$ cat config.mk
export PLATFORM = sky130hd
export DESIGN_NAME = dosm_dev_flat
export DESIGN_NICKNAME = d
export VERILOG_FILES = /design/src/hdl/dosm_pkg.sv /design/src/hdl/dosm_link_if.sv /design/src/hdl/dosm_sid_check.sv /design/src/hdl/dosm_dev.sv /design/src/flat_wrapper.sv
export SDC_FILE = /design/constraint.sdc
export NUM_CORES = 1
export LEC_CHECK = 0
export BUFFER_PORTS_ARGS = -buffer_cell sky130_fd_sc_hd__buf_2
export CAP_MARGIN = 10
export CORE_AREA = 2 2 82 84
export CTS_CLUSTER_SIZE = 24
export DETAILED_ROUTE_END_ITERATION = 16
export DIE_AREA = 0 0 84 86
export PLACE_DENSITY = 0.78
export SKIP_CTS_REPAIR_TIMING = 1
export SYNTH_ARGS = -nofsm -noshare
export SYNTH_HDL_FRONTEND = slang
export SYNTH_SLANG_ARGS = --single-unit
$ cat constraint.sdc
create_clock -name clk -period 2 [get_ports clk]
set_input_delay 0.4 -clock clk [delete_from_list [all_inputs] [get_ports clk]]
set_output_delay 0.4 -clock clk [all_outputs]
set_load 0.02 [all_outputs]
$ cat src/hdl/dosm_pkg.sv
/*
 Shared constants and types for the OUT stream move-data link.
 Assumes both ends run on one 40 MHz clock with a synchronous reset.
*/
package dosm_pkg;
    localparam int SID_W = 16;
    localparam int NUMP_W = 5;
    localparam logic [15:0] SID_NOSTREAM = 16'h0000;
    localparam logic [15:0] SID_PRIME = 16'hFFFE;
    localparam logic [4:0] NUMP_ZERO = 5'h00;
    localparam logic [4:0] NUMP_RESET = 5'h01;
    localparam logic [15:0] SID_RESET = 16'h0000;
    localparam int HOST_GAP_CYCLES = 2;

    typedef enum logic [1:0] {
        DOSM_RSP_ACK = 2'h1,
        DOSM_RSP_NRDY = 2'h2
    } dosm_rsp_e;

    typedef enum logic [5:0] {
        DOSM_IDLE = 6'h01,
        DOSM_SS = 6'h02,
        DOSM_SS_END = 6'h04,
        DOSM_DEV = 6'h08,
        DOSM_HOST = 6'h10,
        DOSM_HTERM = 6'h20
    } dosm_state_e;
endpackage : dosm_pkg

$ cat src/hdl/dosm_link_if.sv
/*
 Link carrier between device end and host end of the OUT stream pipe.
 Assumes single clock; packets are one-cycle valid pulses.
*/
`timescale 1ns/100ps
interface dosm_link_if (
    input wire logic clk
);
    logic dp_valid;
    logic [15:0] dp_sid;
    logic dp_pp;
    logic dp_err;
    logic dp_deferred;
    logic dp_zero_len;
    logic rsp_valid;
    dosm_pkg::dosm_rsp_e rsp_kind;
    logic [15:0] rsp_sid;
    logic [4:0] rsp_nump;
    logic rsp_rty;

    modport dev (
        input dp_valid, dp_sid, dp_pp, dp_err, dp_deferred, dp_zero_len,
        output rsp_valid, rsp_kind, rsp_sid, rsp_nump, rsp_rty
    );
    modport host (
        output dp_valid, dp_sid, dp_pp, dp_err, dp_deferred, dp_zero_len,
        input rsp_valid, rsp_kind, rsp_sid, rsp_nump, rsp_rty
    );
endinterface : dosm_link_if

$ cat src/hdl/dosm_sid_check.sv
/*
 Stream ID checker: flags a packet whose ID differs from the current stream.
 Assumes inputs are synchronous to clk.
*/
`timescale 1ns/100ps
module dosm_sid_check (
    input wire logic clk,
    input wire logic rst,
    input wire logic check_en,
    input wire logic [15:0] pkt_sid,
    input wire logic [15:0] cur_sid,
    output logic mismatch
);
    wire differ = check_en && (pkt_sid != cur_sid);

    always_ff @(posedge clk) begin
        if (rst) begin
            mismatch <= 1'b0;
        end else begin
            mismatch <= differ;
        end
    end
endmodule : dosm_sid_check

$ cat src/hdl/dosm_dev.sv
/*
 Device end of a bulk OUT stream pipe: Start Stream End and move-data logic.
 Assumes the host end keeps its own obligations and DPs come as single pulses.
*/
`timescale 1ns/100ps
// Behaviour
// - NoStream zero-length DP rejects proposal
// - Start Stream End answers NRDY NoStream, Idle
// - Move Data entry loads current stream
// - first DP PP clear: host terminate
// - first DP PP set: device acknowledge
// - exits go Idle with retry clear
// - retries keep pipe in Move Data
// - foreign stream ID recommends endpoint halt
// - inactive stream may be rejected or stalled
// - buffer left: ACK NumP nonzero, host data
// - host continues burst through retries
// - buffer exhausted: ACK NumP zero, Idle
// - NRDY current stream ends transfer, drops data
// - host data PP set: back to acknowledge
// - host data PP clear: host terminate
// - host PP set unless final DP
// - deferred header in host data: Idle
// - terminate with no buffer: ACK zero, Idle
// - terminate with buffer: ACK, Idle, Not Ready
// - terminate with error: ACK retry, host data
// - terminate may NRDY current stream, Idle
module dosm_dev (
    input wire logic clk,
    input wire logic rst,
    dosm_link_if.dev link,
    input wire logic propose,
    input wire logic [15:0] propose_sid,
    input wire logic stream_active,
    input wire logic stall_inactive,
    input wire logic flow_ctrl,
    input wire logic [4:0] buf_space,
    output logic [15:0] cur_sid,
    output logic [5:0] pipe_state,
    output logic not_ready_pulse,
    output logic proposal_rejected,
    output logic payload_accept,
    output logic payload_drop,
    output logic halt_ep,
    output logic stall_ep
);
    dosm_pkg::dosm_state_e state_r, state_nxt;
    logic [15:0] cur_sid_r;
    logic [15:0] prop_sid_r;
    logic first_r;
    // Error flag is held from the DP; the link lines may move once the pulse ends
    logic err_r;
    logic mismatch;

    wire in_md = (state_r == dosm_pkg::DOSM_DEV) || (state_r == dosm_pkg::DOSM_HOST)
        || (state_r == dosm_pkg::DOSM_HTERM);
    wire dp = link.dp_valid && !link.dp_deferred;
    wire dph_def = link.dp_valid && link.dp_deferred;
    wire has_buf = buf_space != dosm_pkg::NUMP_ZERO;
    wire ss_reject = dp && (link.dp_sid == dosm_pkg::SID_NOSTREAM) && link.dp_zero_len
        && !link.dp_pp && !link.dp_err;
    wire ss_accept = dp && (link.dp_sid != dosm_pkg::SID_NOSTREAM)
        && (link.dp_sid != dosm_pkg::SID_PRIME);
    wire idle_himd = dp && (link.dp_sid != dosm_pkg::SID_PRIME)
        && (link.dp_sid != dosm_pkg::SID_NOSTREAM);
    wire enter_md = ((state_r == dosm_pkg::DOSM_SS) && ss_accept)
        || ((state_r == dosm_pkg::DOSM_IDLE) && idle_himd);
    // Only the first answer after entry may refuse an inactive stream
    wire reject_first = first_r && !stream_active;
    wire ack_step = (state_r == dosm_pkg::DOSM_DEV) && !flow_ctrl && !reject_first;
    wire term_step = (state_r == dosm_pkg::DOSM_HTERM) && !flow_ctrl;
    wire nrdy_step = ((state_r == dosm_pkg::DOSM_DEV) && (flow_ctrl || reject_first))
        || ((state_r == dosm_pkg::DOSM_HTERM) && flow_ctrl);

    // Registered compare: the halt lands two cycles after the foreign packet
    dosm_sid_check u_sid (
        .clk(clk),
        .rst(rst),
        .check_en(in_md && link.dp_valid),
        .pkt_sid(link.dp_sid),
        .cur_sid(cur_sid_r),
        .mismatch(mismatch)
    );

    always_comb begin
        state_nxt = state_r;
        unique case (state_r)
            dosm_pkg::DOSM_IDLE: begin
                if (propose) state_nxt = dosm_pkg::DOSM_SS;
                else if (enter_md) state_nxt = link.dp_pp ? dosm_pkg::DOSM_DEV
                    : dosm_pkg::DOSM_HTERM;
            end
            dosm_pkg::DOSM_SS: begin
                if (ss_reject) state_nxt = dosm_pkg::DOSM_SS_END;
                else if (enter_md) state_nxt = link.dp_pp ? dosm_pkg::DOSM_DEV
                    : dosm_pkg::DOSM_HTERM;
                // Deferred header drops the proposal; the device proposes again later
                else if (dph_def) state_nxt = dosm_pkg::DOSM_IDLE;
            end
            dosm_pkg::DOSM_SS_END: state_nxt = dosm_pkg::DOSM_IDLE;
            dosm_pkg::DOSM_DEV: begin
                if (nrdy_step) state_nxt = dosm_pkg::DOSM_IDLE;
                else if (has_buf) state_nxt = dosm_pkg::DOSM_HOST;
                else state_nxt = dosm_pkg::DOSM_IDLE;
            end
            dosm_pkg::DOSM_HOST: begin
                if (dph_def) state_nxt = dosm_pkg::DOSM_IDLE;
                else if (dp && link.dp_pp) state_nxt = dosm_pkg::DOSM_DEV;
                else if (dp) state_nxt = dosm_pkg::DOSM_HTERM;
            end
            dosm_pkg::DOSM_HTERM: begin
                if (nrdy_step) state_nxt = dosm_pkg::DOSM_IDLE;
                else if (err_r) state_nxt = dosm_pkg::DOSM_HOST;
                else state_nxt = dosm_pkg::DOSM_IDLE;
            end
            default: state_nxt = dosm_pkg::DOSM_IDLE;
        endcase
    end

    always_ff @(posedge clk) begin
        if (rst) begin
            state_r <= dosm_pkg::DOSM_IDLE;
            cur_sid_r <= dosm_pkg::SID_RESET;
            prop_sid_r <= dosm_pkg::SID_RESET;
            first_r <= 1'b0;
            err_r <= 1'b0;
        end else begin
            state_r <= state_nxt;
            if (dp) err_r <= link.dp_err;
            if (propose && state_r == dosm_pkg::DOSM_IDLE) prop_sid_r <= propose_sid;
            if (enter_md) cur_sid_r <= link.dp_sid;
            if (enter_md) first_r <= 1'b1;
            else if (state_r != dosm_pkg::DOSM_IDLE && state_r != dosm_pkg::DOSM_SS) begin
                first_r <= 1'b0;
            end
        end
    end

    // Response path: one answer per DP, all registered outputs
    always_ff @(posedge clk) begin
        if (rst) begin
            link.rsp_valid <= 1'b0;
            link.rsp_kind <= dosm_pkg::DOSM_RSP_ACK;
            link.rsp_sid <= dosm_pkg::SID_RESET;
            link.rsp_nump <= dosm_pkg::NUMP_ZERO;
            link.rsp_rty <= 1'b0;
            not_ready_pulse <= 1'b0;
            proposal_rejected <= 1'b0;
            payload_accept <= 1'b0;
            payload_drop <= 1'b0;
            stall_ep <= 1'b0;
        end else begin
            link.rsp_valid <= 1'b0;
            link.rsp_rty <= 1'b0;
            not_ready_pulse <= 1'b0;
            proposal_rejected <= 1'b0;
            payload_accept <= 1'b0;
            payload_drop <= 1'b0;
            if (state_r == dosm_pkg::DOSM_SS_END) begin
                link.rsp_valid <= 1'b1;
                link.rsp_kind <= dosm_pkg::DOSM_RSP_NRDY;
                link.rsp_sid <= dosm_pkg::SID_NOSTREAM;
                link.rsp_nump <= dosm_pkg::NUMP_ZERO;
                proposal_rejected <= 1'b1;
            end else if (nrdy_step) begin
                link.rsp_valid <= 1'b1;
                link.rsp_kind <= dosm_pkg::DOSM_RSP_NRDY;
                link.rsp_sid <= cur_sid_r;
                link.rsp_nump <= dosm_pkg::NUMP_ZERO;
                payload_drop <= 1'b1;
                if (reject_first && stall_inactive) stall_ep <= 1'b1;
            end else if (ack_step || term_step) begin
                link.rsp_valid <= 1'b1;
                link.rsp_kind <= dosm_pkg::DOSM_RSP_ACK;
                link.rsp_sid <= cur_sid_r;
                if (term_step && err_r) begin
                    link.rsp_nump <= has_buf ? buf_space : dosm_pkg::NUMP_RESET;
                    link.rsp_rty <= 1'b1;
                end else begin
                    link.rsp_nump <= buf_space;
                    payload_accept <= 1'b1;
                    not_ready_pulse <= term_step && has_buf;
                end
            end
        end
    end

    // Halt is sticky: only a reset clears it, so a stray ID is never lost
    always_ff @(posedge clk) begin
        if (rst) begin
            halt_ep <= 1'b0;
        end else if (mismatch) begin
            halt_ep <= 1'b1;
        end
    end

    // Status outputs trail the state by one cycle to stay flop-driven
    always_ff @(posedge clk) begin
        if (rst) begin
            cur_sid <= dosm_pkg::SID_RESET;
            pipe_state <= dosm_pkg::DOSM_IDLE;
        end else begin
            cur_sid <= cur_sid_r;
            pipe_state <= state_r;
        end
    end
endmodule : dosm_dev

$ cat src/flat_wrapper.sv
// flat-port wrapper written by rule: the top's interface ports become plain ports
module dosm_dev_flat 
  (clk, rst, propose, propose_sid, stream_active, stall_inactive, flow_ctrl, buf_space, cur_sid, pipe_state, not_ready_pulse, proposal_rejected, payload_accept, payload_drop, halt_ep, stall_ep, link_dp_valid, link_dp_sid, link_dp_pp, link_dp_err, link_dp_deferred, link_dp_zero_len, link_rsp_valid, link_rsp_kind, link_rsp_sid, link_rsp_nump, link_rsp_rty);
  dosm_link_if link_i (.clk(clk));
  input wire logic clk;
  input wire logic rst;
  input wire logic propose;
  input wire logic [15:0] propose_sid;
  input wire logic stream_active;
  input wire logic stall_inactive;
  input wire logic flow_ctrl;
  input wire logic [4:0] buf_space;
  output logic [15:0] cur_sid;
  output logic [5:0] pipe_state;
  output logic not_ready_pulse;
  output logic proposal_rejected;
  output logic payload_accept;
  output logic payload_drop;
  output logic halt_ep;
  output logic stall_ep;
  input wire logic [$bits(link_i.dp_valid)-1:0] link_dp_valid;
  input wire logic [$bits(link_i.dp_sid)-1:0] link_dp_sid;
  input wire logic [$bits(link_i.dp_pp)-1:0] link_dp_pp;
  input wire logic [$bits(link_i.dp_err)-1:0] link_dp_err;
  input wire logic [$bits(link_i.dp_deferred)-1:0] link_dp_deferred;
  input wire logic [$bits(link_i.dp_zero_len)-1:0] link_dp_zero_len;
  output wire logic [$bits(link_i.rsp_valid)-1:0] link_rsp_valid;
  output wire logic [$bits(link_i.rsp_kind)-1:0] link_rsp_kind;
  output wire logic [$bits(link_i.rsp_sid)-1:0] link_rsp_sid;
  output wire logic [$bits(link_i.rsp_nump)-1:0] link_rsp_nump;
  output wire logic [$bits(link_i.rsp_rty)-1:0] link_rsp_rty;
  assign link_i.dp_valid = link_dp_valid;
  assign link_i.dp_sid = link_dp_sid;
  assign link_i.dp_pp = link_dp_pp;
  assign link_i.dp_err = link_dp_err;
  assign link_i.dp_deferred = link_dp_deferred;
  assign link_i.dp_zero_len = link_dp_zero_len;
  assign link_rsp_valid = link_i.rsp_valid;
  assign link_rsp_kind = link_i.rsp_kind;
  assign link_rsp_sid = link_i.rsp_sid;
  assign link_rsp_nump = link_i.rsp_nump;
  assign link_rsp_rty = link_i.rsp_rty;
  dosm_dev u_core (.clk(clk), .rst(rst), .link(link_i), .propose(propose), .propose_sid(propose_sid), .stream_active(stream_active), .stall_inactive(stall_inactive), .flow_ctrl(flow_ctrl), .buf_space(buf_space), .cur_sid(cur_sid), .pipe_state(pipe_state), .not_ready_pulse(not_ready_pulse), .proposal_rejected(proposal_rejected), .payload_accept(payload_accept), .payload_drop(payload_drop), .halt_ep(halt_ep), .stall_ep(stall_ep));
endmodule
==> flow_summary.json <==
{
  "outcome": "complete, no violations",
  "start_util": 0.494,
  "total_power_mw": 3.67,
  "setup-tns-final_ps": 0,
  "core_area_mm2": 0.00628,
  "regToRegStartpoint": "u_core.state_r[1]",
  "leakagePower_nw": 1.87,
  "syn_area_per_cell_um2": 9.75,
  "dr.pass1.iters": 4,
  "relSlewSlack": 0.714,
  "finalHoldViolCount": 0,
  "maxCapViolCount": 0,
  "yosys_warnings": 0,
  "place_ws_ps": 6.92,
  "wl_met2_mm": 3.28,
  "dr.max_layer_used": "met4",
  "met3_length_um": 478,
  "wl_per_cell_um": 14.1,
  "rr_worst_depth": 5,
  "worstPathMaxFanout": 4,
  "clk_latency_ps": 340,
  "synth_top_family_by_area": "simple AND/OR/NAND/NOR gates",
  "die_y_um": 86,
  "p_per_area_mw_per_mm2": 946,
  "synthSimpleGateAreaFrac": 0.245,
  "drive_gt1_frac": 0.297,
  "dieArea_mm2": 0.00722,
  "gp_congestion": 0.876,
  "path_buf_inv": 0,
  "netlist_area_mm2": 0.00310,
  "synth.top_cell.area_share": 0.504,
  "gr-usage-all-layers": 0.199,
  "netlist_top_cells_area": "dfxtp_1 50%, mux2i_1 11%, nor2_1 5.5%",
  "grt_pass1_vias": 2386,
  "place_hpwl_mm": 5.15,
  "hold_end": "u_core.not_ready_pulse",
  "synth_fa_ha_area_frac": 0,
  "fin_nets": 462,
  "ant_nets": 0,
  "rsz0062_at_grt": "false",
  "slowest_stage": "or4_4",
  "hold_class": "primary input to flip-flop",
  "drt-met1-wl_mm": 3.12,
  "rows": 29,
  "min_from": "flow_ctrl",
  "synth_top_area_cell": "dfxtp_1",
  "grt-ovfl-total": 0,
  "cp_top_family": "simple AND/OR/NAND/NOR gates",
  "cts.sinks": 78,
  "worstPathArrival_ps": 2120,
  "worst_slew_pin_slew_ps": 423,
  "setup_ws_ps": 135,
  "vias": 2602,
  "syn-num-nets": 366,
  "netlist_instances": 318,
  "ys_types": 41,
  "h-tree-depth": 3,
  "path_clk_slew_ps": 80,
  "fillers": 523,
  "antennaDiodeCount": 0,
  "cts_buffer_depth": 2,
  "finalCritPeriodShare": 0.932,
  "synthXorXnorAreaFrac": 0.0509,
  "r2r-end": "u_core.state_r[5]",
  "crit_path_end_kind": "flip-flop",
  "cp-start-kind": "flip-flop",
  "area_delta_synth_final_pct": 25.0,
  "muxShareOfSynthArea": 0.107,
  "finalSetupViolCount": 0,
  "synth-main-ff-cell": "dfxtp_1",
  "ys_ff_latch": 78,
  "grt_max_degree": 28,
  "synth_most_common_cell": "dfxtp_1",
  "ys_seq_area_frac": 0.504,
  "viasPerCell": 5.26,
  "synth-edff-count": 0,
  "routed_wl_mm": 6.98,
  "ios": 101,
  "reg2reg_slack_ps": 140,
  "path_cells": "xor2_1, nand3b_4, or4_4, a31o_2, nor4b_2",
  "hold_depth": 2,
  "numCtsBuffers": 9,
  "critPathRequiredTime_ps": 2260,
  "async_flop_share": 0,
  "cts_tree": "yes",
  "synth_commonest_cells": "78 x dfxtp_1, 45 x nor2_1, 33 x mux2i_1, 25 x nor2b_1",
  "ir_drop_v": 0.000537,
  "cts-root-buf": "clkbuf_8",
  "antenna_found_initial": 0,
  "grt_first_pass_wirelength_mm": 11.4,
  "clock_skew_ps": 9.76,
  "drt_iter0_drc": 146,
  "synth_compound_area_frac": 0.0626,
  "die_x_um": 84,
  "placed_area_mm2": 0.00368,
  "drc": 0,
  "numPortBuffers": 84,
  "final_area_mm2": 0.00387,
  "crit_type": "flip-flop to flip-flop",
  "post-route-min-period_ps": 1860,
  "slew_violations": 0,
  "critPathMaxStageDelay_ps": 550,
  "fmax_ghz": 0.536
}
-- through the flow --
stage / utilization / std cells / hold WS, ps
floorplan: - / 318 / 411
global placement: 0.586 / 480 / 428
detailed placement: 0.586 / 480 / 434
CTS: 0.616 / 495 / 246
global route: 0.617 / 495 / 261
finish: 0.617 / 495 / 264
-- where the power goes --
group / switching (mW) / internal, mW / leakage (nW)
Sequential: 0.0722 / 1.65 / 0.632
Combinational: 0.448 / 0.356 / 1.14
Clock: 0.538 / 0.600 / 0.0952
Total: 1.06 / 2.61 / 1.87
-- registers in the layout, summed over array words and instances, names as in the netlist, 2 cells and up --
register	cells
u_core.cur_sid_r	16
u_core.link.rsp_nump	5
u_core.state_r	6
u_core.link.rsp_sid	16
u_core.link.rsp_kind	2
u_core.cur_sid	16
u_core.pipe_state	6
-- layout make-up --
type,instances,area [um^2],area share
Clock inverter,4,47.5,0.0123
Timing Repair Buffer,101,561,0.145
Multi-Input combinational cell,221,1460,0.376
Sequential cell,78,1560,0.403
Clock buffer,11,141,0.0365
Inverter,3,11.3,0.00291
Tap cell,77,96.3,0.0249
-- cell usage in the layout, fill, tap and decap left out, types with 2 or more instances in the layout --
cell       n
dfxtp_1   78
clkinv_2   2
buf_4     16
nand4_1    6
nor4_1    13
inv_1      3
nor2_1    45
nand3_1    9
a21oi_1    8
xor2_1    18
and4_1     2
nor3_1     7
nor4b_2    2
buf_2     84
nand2_1   18
clkbuf_8  10
nand4b_1   2
o21ai_0    6
nor3b_1    2
nor2b_1   25
a21o_1     5
mux2i_1   33
-- cell families after synthesis --
family / count (synthesis)
simple gates: 141
flops: 78
mux: 33
compound gates: 29
buf+inv: 19
xor+xnor: 18
-- worst max path at each step --
stage | startpoint | endpoint | slack [ps] | cells after the start
6_report | u_core.state_r[1] | u_core.state_r[5] | 140 | 5
5_1_grt | u_core.state_r[0] | u_core.state_r[5] | 7 | 5
4_1_cts | u_core.state_r[5] | u_core.state_r[5] | 130 | 5
3_5_place_dp | link_dp_sid[7] | u_core.state_r[5] | 7 | 6
3_3_place_gp | link_dp_deferred | u_core.state_r[5] | 20 | 6
2_1_floorplan | link_dp_deferred | u_core.state_r[5] | 170 | 6
-- per-layer routing --
metal,up-vias,track usage
met5,-,0
met4,0,0.0660
met3,10,0.0635
met2,86,0.319
met1,1204,0.255
li1,1302,-
Power figures use the tool's default switching activity.
